<file path="config.mk">
export PLATFORM = sky130hd
export DESIGN_NAME = sac_top
export DESIGN_NICKNAME = d
export VERILOG_FILES = /design/src/sac_pkg.sv /design/src/sac_top.sv
export SDC_FILE = /design/constraint.sdc
export NUM_CORES = 1
export LEC_CHECK = 0
export ABC_AREA = 1
export BUFFER_PORTS_ARGS = -buffer_cell sky130_fd_sc_hd__clkbuf_2
export CAP_MARGIN = 20
export CORE_ASPECT_RATIO = 1.5
export CORE_MARGIN = 1.5
export CORE_UTILIZATION = 35
export DETAILED_ROUTE_END_ITERATION = 10
export GPL_TIMING_DRIVEN = 0
export PLACE_DENSITY = 0.62
export SKIP_LAST_GASP = 1
export SYNTH_ARGS = -nofsm -noshare
export SYNTH_HDL_FRONTEND = slang
export SYNTH_SLANG_ARGS = --single-unit
</file>
<file path="constraint.sdc">
create_clock -name pclk -period 2.1 [get_ports pclk]
set_input_delay 0.315 -clock pclk [delete_from_list [all_inputs] [get_ports pclk]]
set_output_delay 0.315 -clock pclk [all_outputs]
set_load 0.005 [all_outputs]
</file>
<file path="src/sac_pkg.sv">
package sac_pkg;
   localparam int WORD_W = 6;
   localparam logic [5:0] REF_WORD = 6'h3f;
   localparam int MSB = 5;
   localparam int LSB = 0;
   // Power-up words, active low bits
   localparam logic [5:0] PUP_31P5 = 6'h00;
   localparam logic [5:0] PUP_24P0 = 6'h0f;
   localparam logic [5:0] PUP_16P0 = 6'h1f;
   localparam logic [5:0] PUP_0P0 = 6'h3f;
   localparam int CLK_MHZ = 25;
   localparam int PUP_DELAY_MS = 200;
   localparam int PUP_CYCLES = PUP_DELAY_MS * 1000 * CLK_MHZ;
   localparam logic [2:0] APB_ZERO = 3'h0;
   localparam logic [31:0] RD_ZERO = 32'h0000_0000;
   localparam logic [11:0] OFF_CTRL = 12'h000;
   localparam logic [11:0] OFF_STAT = 12'h004;
   localparam int CTRL_SOFT = 6;
   typedef enum logic [2:0] {
      ST_WAIT = 3'b001,
      ST_RUN = 3'b010,
      ST_SOFT = 3'b100
   } sac_state_e;
endpackage

</file>
<file path="src/sac_top.sv">
`timescale 1ns/1ns
module sac_top #(
   parameter int PUP_CYCLES = sac_pkg::PUP_CYCLES
) (
   input wire logic pclk,
   input wire logic presetn,
   input wire logic psel,
   input wire logic penable,
   input wire logic pwrite,
   input wire logic [11:0] paddr,
   input wire logic [31:0] pwdata,
   output logic [31:0] prdata,
   output logic pready,
   output logic pslverr,
   input wire logic serial_mode,
   input wire logic shift_clk,
   input wire logic serial_word_in,
   input wire logic latch_strobe,
   input wire logic [5:0] parallel_weight_inputs,
   input wire logic powerup_select_a,
   input wire logic powerup_select_b,
   output logic serial_chain_out,
   output logic [5:0] atten_word,
   output logic atten_valid
);
   // ------------------------------------------------------------
   // Input synchronisers
   // ------------------------------------------------------------
   // Pins are asynchronous; two flops before any logic reads them
   logic [10:0] s1_reg;
   logic [10:0] s2_reg;
   logic sclk_d_reg;
   always_ff @(posedge pclk or negedge presetn) begin
      if (!presetn) begin
         s1_reg <= 11'h000;
         s2_reg <= 11'h000;
         sclk_d_reg <= 1'b0;
      end else begin
         s1_reg <= {serial_mode, shift_clk, serial_word_in, latch_strobe,
                    parallel_weight_inputs, powerup_select_a};
         s2_reg <= s1_reg;
         sclk_d_reg <= s2_reg[9];
      end
   end
   logic sel_b1_reg;
   logic sel_b2_reg;
   always_ff @(posedge pclk or negedge presetn) begin
      if (!presetn) begin
         sel_b1_reg <= 1'b0;
         sel_b2_reg <= 1'b0;
      end else begin
         sel_b1_reg <= powerup_select_b;
         sel_b2_reg <= sel_b1_reg;
      end
   end
   logic mode_s;
   logic sclk_s;
   logic sdi_s;
   logic le_s;
   logic [5:0] par_s;
   logic pa_s;
   assign mode_s = s2_reg[10];
   assign sclk_s = s2_reg[9];
   assign sdi_s = s2_reg[8];
   assign le_s = s2_reg[7];
   assign par_s = s2_reg[6:1];
   assign pa_s = s2_reg[0];
   // Edge found on synced levels; each pin level must last three cycles
   logic sclk_rise;
   assign sclk_rise = sclk_s && !sclk_d_reg;
   logic le_d_reg;
   always_ff @(posedge pclk or negedge presetn) begin
      if (!presetn) le_d_reg <= 1'b0;
      else le_d_reg <= le_s;
   end
   logic le_rise;
   assign le_rise = le_s && !le_d_reg;

   // Power-up word picked by the two select pins
   function automatic logic [5:0] pup_word(input logic a, input logic b);
      case ({b, a})
         2'b00: pup_word = sac_pkg::PUP_31P5;
         2'b01: pup_word = sac_pkg::PUP_24P0;
         2'b10: pup_word = sac_pkg::PUP_16P0;
         default: pup_word = sac_pkg::PUP_0P0;
      endcase
   endfunction

   // ------------------------------------------------------------
   // Power-up sequencing
   // ------------------------------------------------------------
   sac_pkg::sac_state_e state_reg;
   logic [31:0] pup_cnt_reg;
   logic soft_req;
   always_ff @(posedge pclk or negedge presetn) begin
      if (!presetn) begin
         state_reg <= sac_pkg::ST_WAIT;
         pup_cnt_reg <= 32'h0000_0000;
      end else begin
         case (state_reg)
            sac_pkg::ST_WAIT: begin
               if (pup_cnt_reg >= 32'(PUP_CYCLES - 1)) state_reg <= sac_pkg::ST_RUN;
               else pup_cnt_reg <= pup_cnt_reg + 32'h0000_0001;
            end
            sac_pkg::ST_RUN: begin
               if (soft_req) state_reg <= sac_pkg::ST_SOFT;
            end
            sac_pkg::ST_SOFT: begin
               pup_cnt_reg <= 32'h0000_0000;
               state_reg <= sac_pkg::ST_WAIT;
            end
            default: state_reg <= sac_pkg::ST_WAIT;
         endcase
      end
   end
   logic running;
   assign running = (state_reg == sac_pkg::ST_RUN);

   // ------------------------------------------------------------
   // Serial shift register and chain output
   // ------------------------------------------------------------
   logic [5:0] shift_reg;
   always_ff @(posedge pclk or negedge presetn) begin
      if (!presetn) shift_reg <= sac_pkg::REF_WORD;
      else if (mode_s && sclk_rise && !le_s)
         shift_reg <= {shift_reg[4:0], sdi_s};
   end
   // Chain output is bit5, i.e. the input six shift clocks ago
   always_ff @(posedge pclk or negedge presetn) begin
      if (!presetn) serial_chain_out <= 1'b0;
      else serial_chain_out <= shift_reg[sac_pkg::MSB];
   end

   // ------------------------------------------------------------
   // Active attenuation word
   // ------------------------------------------------------------
   always_ff @(posedge pclk or negedge presetn) begin
      if (!presetn) atten_word <= sac_pkg::REF_WORD;
      else if (state_reg == sac_pkg::ST_WAIT) begin
         if (pup_cnt_reg >= 32'(PUP_CYCLES - 1)) begin
            if (le_s) atten_word <= par_s;
            else atten_word <= pup_word(pa_s, sel_b2_reg);
         end
      end else if (running) begin
         if (mode_s) begin
            if (le_rise) atten_word <= shift_reg;
         end else if (le_s) begin
            atten_word <= par_s;
         end
      end
   end
   always_ff @(posedge pclk or negedge presetn) begin
      if (!presetn) atten_valid <= 1'b0;
      else atten_valid <= running;
   end

   // ------------------------------------------------------------
   // APB slave: ctrl (soft re-power-up), status
   // ------------------------------------------------------------
   logic wr_hit;
   assign wr_hit = psel && penable && pwrite && (paddr == sac_pkg::OFF_CTRL);
   assign soft_req = wr_hit && pwdata[sac_pkg::CTRL_SOFT];
   // No wait states: every access completes in its access cycle
   assign pready = 1'b1;
   assign pslverr = 1'b0;
   // Status: word in bits 5:0, running bit 8, serial mode bit 9
   always_ff @(posedge pclk or negedge presetn) begin
      if (!presetn) prdata <= sac_pkg::RD_ZERO;
      else if (psel && !penable && !pwrite) begin
         if (paddr == sac_pkg::OFF_STAT)
            prdata <= {22'h000000, mode_s, running, 2'h0, atten_word};
         else prdata <= sac_pkg::RD_ZERO;
      end
   end

   // ------------------------------------------------------------
   // Check helpers
   // ------------------------------------------------------------
   // Counts cycles spent waiting, so the capture delay is checked
   // without a long repetition in a property
   logic [31:0] wait_len_reg;
   always_ff @(posedge pclk or negedge presetn) begin
      if (!presetn) begin
         wait_len_reg <= 32'h0000_0000;
      end else if (state_reg == sac_pkg::ST_WAIT) begin
         wait_len_reg <= wait_len_reg + 32'h0000_0001;
      end else begin
         wait_len_reg <= 32'h0000_0000;
      end
   end
   logic pup_last;
   assign pup_last = (state_reg == sac_pkg::ST_WAIT) && (pup_cnt_reg >= 32'(PUP_CYCLES - 1));
   logic stat_rd;
   assign stat_rd = psel && !penable && !pwrite;

   // ------------------------------------------------------------
   // Checks: serial path
   // ------------------------------------------------------------
   a_shift_hold: assert property (@(posedge pclk) disable iff (!presetn)
      le_s |=> $stable(shift_reg))
      else $error("shift moved with strobe high");

   a_shift_in: assert property (@(posedge pclk) disable iff (!presetn)
      mode_s && sclk_rise && !le_s |=> shift_reg[0] == $past(sdi_s))
      else $error("bit not shifted in");

   a_shift_order: assert property (@(posedge pclk) disable iff (!presetn)
      mode_s && sclk_rise && !le_s |=> shift_reg[5:1] == $past(shift_reg[4:0]))
      else $error("shift order wrong");

   a_shift_idle: assert property (@(posedge pclk) disable iff (!presetn)
      !(mode_s && sclk_rise && !le_s) |=> $stable(shift_reg))
      else $error("shift without clock edge");

   a_chain_out: assert property (@(posedge pclk) disable iff (!presetn)
      1'b1 |=> serial_chain_out == $past(shift_reg[5]))
      else $error("chain out wrong");

   a_serial_latch: assert property (@(posedge pclk) disable iff (!presetn)
      running && mode_s && le_rise && !soft_req |=> atten_word == $past(shift_reg))
      else $error("serial latch missed");

   a_serial_only: assert property (@(posedge pclk) disable iff (!presetn)
      running && mode_s && !le_rise |=> $stable(atten_word))
      else $error("serial word changed without strobe");

   // ------------------------------------------------------------
   // Checks: parallel path and power-up
   // ------------------------------------------------------------
   a_direct_par: assert property (@(posedge pclk) disable iff (!presetn)
      running && !mode_s && le_s && !soft_req |=> atten_word == $past(par_s))
      else $error("direct parallel not followed");

   a_par_hold: assert property (@(posedge pclk) disable iff (!presetn)
      running && !mode_s && !le_s && !soft_req |=> $stable(atten_word))
      else $error("latched word changed");

   // Select pins are sampled only on the last waiting cycle
   a_pup_sel: assert property (@(posedge pclk) disable iff (!presetn)
      pup_last && !le_s
      |=> atten_word == pup_word($past(pa_s), $past(sel_b2_reg)))
      else $error("power-up select wrong");

   a_pup_par: assert property (@(posedge pclk) disable iff (!presetn)
      pup_last && le_s |=> atten_word == $past(par_s))
      else $error("power-up parallel wrong");

   a_pup_wait: assert property (@(posedge pclk) disable iff (!presetn)
      state_reg == sac_pkg::ST_WAIT |-> atten_valid == 1'b0 || $past(running))
      else $error("valid before power-up capture");

   a_pup_count: assert property (@(posedge pclk) disable iff (!presetn)
      state_reg == sac_pkg::ST_WAIT && !pup_last |=> pup_cnt_reg == $past(pup_cnt_reg) + 32'h1)
      else $error("power-up count skipped");

   a_word_settle: assert property (@(posedge pclk) disable iff (!presetn)
      state_reg == sac_pkg::ST_WAIT && !pup_last |=> $stable(atten_word))
      else $error("word changed while waiting");

   a_capture_time: assert property (@(posedge pclk) disable iff (!presetn)
      $rose(running) |-> wait_len_reg == 32'(PUP_CYCLES))
      else $error("capture delay wrong");

   a_valid_follow: assert property (@(posedge pclk) disable iff (!presetn)
      running |=> atten_valid)
      else $error("valid not raised");

   a_soft_enter: assert property (@(posedge pclk) disable iff (!presetn)
      running && soft_req |=> state_reg == sac_pkg::ST_SOFT)
      else $error("restart request lost");

   a_soft_rearm: assert property (@(posedge pclk) disable iff (!presetn)
      state_reg == sac_pkg::ST_SOFT |=> state_reg == sac_pkg::ST_WAIT && pup_cnt_reg == 32'h0)
      else $error("restart did not rearm wait");

   a_state_onehot: assert property (@(posedge pclk) disable iff (!presetn)
      1'b1 |-> $onehot(state_reg))
      else $error("state code not one-hot");

   // ------------------------------------------------------------
   // Checks: register bus
   // ------------------------------------------------------------
   a_status_word: assert property (@(posedge pclk) disable iff (!presetn)
      stat_rd && paddr == sac_pkg::OFF_STAT |=> prdata[5:0] == $past(atten_word))
      else $error("status word wrong");

   a_status_empty: assert property (@(posedge pclk) disable iff (!presetn)
      stat_rd && paddr != sac_pkg::OFF_STAT |=> prdata == sac_pkg::RD_ZERO)
      else $error("unmapped read not zero");
endmodule // sac_top

</file>
## After elaboration in Yosys (flattened, before gate mapping)

Cells that the tools add are included.

- Latch bits: 0
- Logic and storage cells: 62
- RAM bits: 0
- Memories kept: 0
- Input bits: 61
- Bits in registers: 107
- ROM bits: 0
- Output and inout port bits: 42

- $mul: 0
- Bitwise gates (word level): 0
- Divide/modulo/power cells: 0
- Equality and inequality tests: 10
- Reductions and logical operators: 23
- $add $sub $neg: 1
- Magnitude comparators: 1
- Shift-type cells: 0
- Mux-type cells: 14

Operator list:

| operator | count |
|---|---|
| $pmux W32 S2 | 1 |
| $mux W6 | 7 |
| $add A32 B1 Y32 const B | 1 |
| $ge A32 B23 Y1 const B | 1 |
| $mux W32 | 1 |
| $pmux W6 S3 | 1 |
| $eq A12 B3 Y1 const B | 1 |
| $logic_not A12 Y1 | 1 |
| $logic_and A1 B1 Y1 | 10 |
| $mux W10 | 1 |
| $mux W3 | 2 |
| $ne A2 B2 Y1 const B | 3 |
| $pmux W3 S2 | 1 |
| $logic_not A1 Y1 | 5 |
| $reduce_and A2 Y1 | 2 |
| $reduce_and A4 Y1 | 1 |
| $reduce_bool A2 Y1 | 2 |
| $eq A3 B1 Y1 const B | 1 |
| $eq A3 B2 Y1 const B | 1 |
| $eq A3 B3 Y1 const B | 1 |
| $ne A3 B1 Y1 const B | 1 |
| $reduce_bool A3 Y1 | 1 |
| $eq A2 B1 Y1 const B | 1 |
| $eq A2 B2 Y1 const B | 1 |
| $logic_not A2 Y1 | 1 |

## Longest topological paths before layout

- Depth after elaboration: 6
- Mapped depth: 13
- Depth with buffers taken out: 12

## Worst setup path after synthesis

Ideal clock, no wire load.

- Kind: register to register
- From: register pup_cnt_reg[0]
- To: register pup_cnt_reg[4]
- Stages on the path, launching flop included: 14
- Required time: 1.983 ns
- Buffers on the path: 1
- Arrival time: 1.549 ns
- Library setup time: 0.117 ns
- Clock period less this slack: 1.666 ns
- Setup slack: 0.434 ns
- Cells stage by stage: dfrtp_1 -> ha_1 -> nand2_2 -> nor2_8 -> nand2_4 -> nand2_2 -> nand2_2 -> nand2_4 -> nand2_4 -> nand2_8 -> nand2_8 -> buf_12 -> nand2_2 -> nand2_1

- Word-level cells in the longest chain between the ends: 3
- Elaborated cells on any way between the ends: 6
- Classes of those cells: add/sub: 1; order compare: 1; eq/ne: 1; mux: 2; reduce/logical: 1

Ends and longest elaborated chain:

| element | line | RTL |
|---|---|---|
| start: declaration | sac_top.sv:93 | `logic [31:0] pup_cnt_reg;` |
| start signal: assignment | sac_top.sv:103 | `else pup_cnt_reg <= pup_cnt_reg + 32'h0000_0001;` |
| $add A32 B1 Y32 / $ge A32 B23 Y1 (equally long branches) | - |  |
| $mux W32 / $ne A2 B2 Y1 (equally long branches) | - |  |
| $pmux W32 S2 / $reduce_and A2 Y1 (equally long branches) | - |  |

Several ways; a longest one is shown, not always the timed one. The select of a mux whose other input is x is not followed.
A chain may end at the register's enable or synchronous reset.

## Final worst setup path

- From: register pup_cnt_reg[0]
- To: register pup_cnt_reg[14]

The elaborated chain is that of the path after synthesis.

==> summary.txt <==
Outcome
  • Status: complete, but fails checks
  • Failing checks: negative hold slack

Die
  • Die ar.: 13000 µm²
  • I/O pins: 103
  • Rows: 49
  • Die height: 139 µm
  • Initial Util: 35.9%
  • Chip width: 93.5 µm
  • Core ar.: 12000 µm²

Critical path
  • Crit-path cells: ha_1 -> nand2_2 -> nor2_8 -> nand2_4 -> nand2_2 -> nand2_2 -> nand2_4 -> nand2_4 -> nand2_8 -> nand2_8 -> buf_12 -> nand2_2 -> nand2_1
  • Worst setup EP type: flip-flop
  • Critical Path Max Stage Delay: 0.45 ns
  • CP Launch Type: flip-flop
  • Crit path DAT: 2.16 ns
  • Crit Path Class: flip-flop to flip-flop
  • Required @ worst endpoint: 2.33 ns
  • Reg2reg start: pup_cnt_reg[0]
  • Crit Path Max Fanout: 10
  • Most used cell along the critical path: nand2_2
  • FF-to-FF setup slack: 0.17 ns
  • R2r endpoint: pup_cnt_reg[14]
  • R2R cell count: 13
  • Worst path slowest cell: dfrtp_1

Final layout
  • Max reg flops: 32
  • Area Overhead vs Synth: 19.2%
  • # nets final: 670
  • Fillers: 1223
  • Post-route cell area: 5120 µm²
  • Layout cell share with drive strength beyond 1: 22.3%
  • Multi-input gate area: 1860 µm²
  • N_diodes: 0
  • Reg area: 2090 µm²

CTS
  • Htree depth: 3
  • Sink Count: 83
  • Cts bufs inserted: 9
  • Clk root buf: clkbuf_16
  • Cts repair resizes: 0
  • CTS Buffer Depth: 2
  • CTS tree: built
  • Post-CTS setup buffer count: 0
  • Worst-Skew Late Latency: 0.34 ns
  • Post-CTS Hold Buffers: 0
  • Worst-path clk slew: 0.06 ns

Routing
  • Post-DRT Antenna Nets: 0
  • Detailed Routing Iterations Pass 1: 4
  • DR iter-0 viols: 162
  • Via count: 3489
  • Vias per cell: 4.55
  • Avg WL per Cell: 12.4 µm
  • DRC errors left: 0
  • Routed WL: 9500 µm

Placed design
  • Gp weighted congestion: 0.905
  • Placed Instance Area: 4820 µm²
  • DP HPWL: 7330 µm
  • # port buffers: 44

Global route
  • Largest net degree at the start of global routing: 45
  • Tot GR Track Use: 16.0%
  • Overflow left after global routing: 0
  • First-pass GRT wire length: 16300 µm
  • Initial antenna violation count: 0
  • Vias in the first global route: 3523

Timing
  • Slew @ Worst Pin: 0.577 ns
  • Setup Skew: 0.00400 ns
  • Final critical-path share of the clock period: 92.0%
  • Final Max Tran Viols: 0
  • Setup-failing EPs final: 0
  • RSZ-0062 raised after global routing: no
  • Max_slew headroom: 61.5%
  • FMAX: 0.518 GHz
  • Final hold slack: -0.00802 ns
  • Fin. Hold Viols: 3
  • Crit path time final: 1.93 ns

Pwr
  • Lkg Pwr: 2.54 nW
  • Peak supply drop: 0.515 mV
  • Share of power burned in registers: 48.7%
  • Cell internal pwr: 2.70 mW
  • Switching Fraction: 23.1%
  • Comb power frac: 5.8%
  • PwrDens: 686 nW/µm²
  • Clock power frac: 45.5%
  • Psw: 811 µW

Synth
  • Register area share after synthesis: 48.7%
  • Post-Syn Area: 4300 µm²
  • Async set-or-reset flop fraction in the synthesized netlist: 100%
  • Mapped Cells: 528
  • Yosys top cell by area: dfrtp_1
  • Post-synth top area share: 40.8%
  • Synth unique cells: 36
  • Leading register cell type out of synthesis: dfrtp_1
  • Top post-synthesis cells by area: dfrtp_1 (41%), nand2_1 (12%), dfstp_2 (8.0%)
  • Synth cell count leaders: nand2_1 (143), nor2_1 (87), dfrtp_1 (70)
  • Ys Warns: 0
  • Post-synth EDFFs: 0
  • Count leader, synth: nand2_1
  • Mean post-synth cell area: 8.14 µm²
  • Number of synthesized register bits: 83

Hold path
  • Worst Hold Class: input port to async pin

Flow run
  • Max_cap viols: 0
[layout by cell type (no fill, tap or decap), drive strengths merged, types with 3 or more instances in the layout]
| master | count |
|---|---|
| conb | 26 |
| inv | 40 |
| nand3 | 56 |
| nand2 | 161 |
| o21ai | 17 |
| xor2 | 8 |
| a21oi | 7 |
| clkbuf | 62 |
| dfrtp | 70 |
| nor2 | 89 |
| xnor2 | 6 |
| dfstp | 13 |
| buf | 32 |
| nor3 | 6 |
| nand4 | 3 |
| o31ai | 3 |
[how the worst max path moves through the flow]
| stage | startpoint | end | slack [ns] | cells after the start |
|---|---|---|---|---|
| 2_1_floorplan | pup_cnt_reg[0] | pup_cnt_reg[4] | 0.43 | 13 |
| 3_3_place_gp | presetn | s1_reg[8] | -0.12 | 1 |
| 3_5_place_dp | pup_cnt_reg[0] | pup_cnt_reg[10] | 0.16 | 13 |
| 4_1_cts | pup_cnt_reg[0] | pup_cnt_reg[10] | 0.15 | 13 |
| 5_1_grt | pup_cnt_reg[0] | pup_cnt_reg[14] | 0.04 | 13 |
| 6_report | pup_cnt_reg[0] | pup_cnt_reg[14] | 0.17 | 13 |
[stage by stage]
stage | utilization [%] | total power, mW | setup WS [ns] | std cells | setup TNS [ns]
2_1_floorplan | - | 1.85 | 0.434 | 552 | 0
3_3_place_gp | 40.1 | 1.93 | -0.120 | 749 | -8.06
5_1_grt | 42.8 | 3.66 | 0.0363 | 766 | 0
3_5_place_dp | 40.3 | 1.95 | 0.163 | 750 | 0
6_report | 42.8 | 3.51 | 0.168 | 766 | 0
4_1_cts | 42.8 | 3.55 | 0.152 | 766 | 0
[logic make-up after synthesis]
family                   Yosys count  synth area share, %
AO/OA/AOI/OAI                     31                 4.17
XOR/XNOR                          14                 2.85
adder cells (fa/ha/maj)            1                0.291
buffers and inverters             77                 9.99
flip-flops                        83                 48.7
multiplexers                       1                0.233
other                              2                0.175
AND/OR/NAND/NOR                  319                 33.6
[power by group through the flow]
stage / registers [mW] / logic [mW] / clock network (mW)
2_1_floorplan: 1.73 / 0.115 / 0
3_3_place_gp: 1.74 / 0.194 / 0
3_5_place_dp: 1.74 / 0.205 / 0
4_1_cts: 1.71 / 0.207 / 1.63
5_1_grt: 1.72 / 0.232 / 1.71
6_report: 1.71 / 0.203 / 1.60
[worst max-delay path, delay by kind of cell, from the launching register on]
family | cells | cell delay, ns
buffers and inverters | 1 | 0.16
adder cells (fa/ha/maj) | 1 | 0.26
AND/OR/NAND/NOR | 11 | 0.94
flip-flops | 1 | 0.45
[final cells by class]
type                       instances  area share [%]
buffer                            39            5.59
clock buffer                      10            4.47
clock inverter                     6            1.42
inverter                          38            2.79
multi-input combinational        392            36.4
sequential                        83            40.9
tap                              153            3.74
timing repair buffer              45            4.74
[metal layers]
layer	track usage [%]	vias to the layer above	share of wire, %
li1	-	1774	-
met5	0	-	0
met4	6.62	0	2.5
met3	3.78	19	3.3
met2	29.3	67	54
met1	17.2	1629	40
Note: power is estimated with default switching activity, not from simulation.
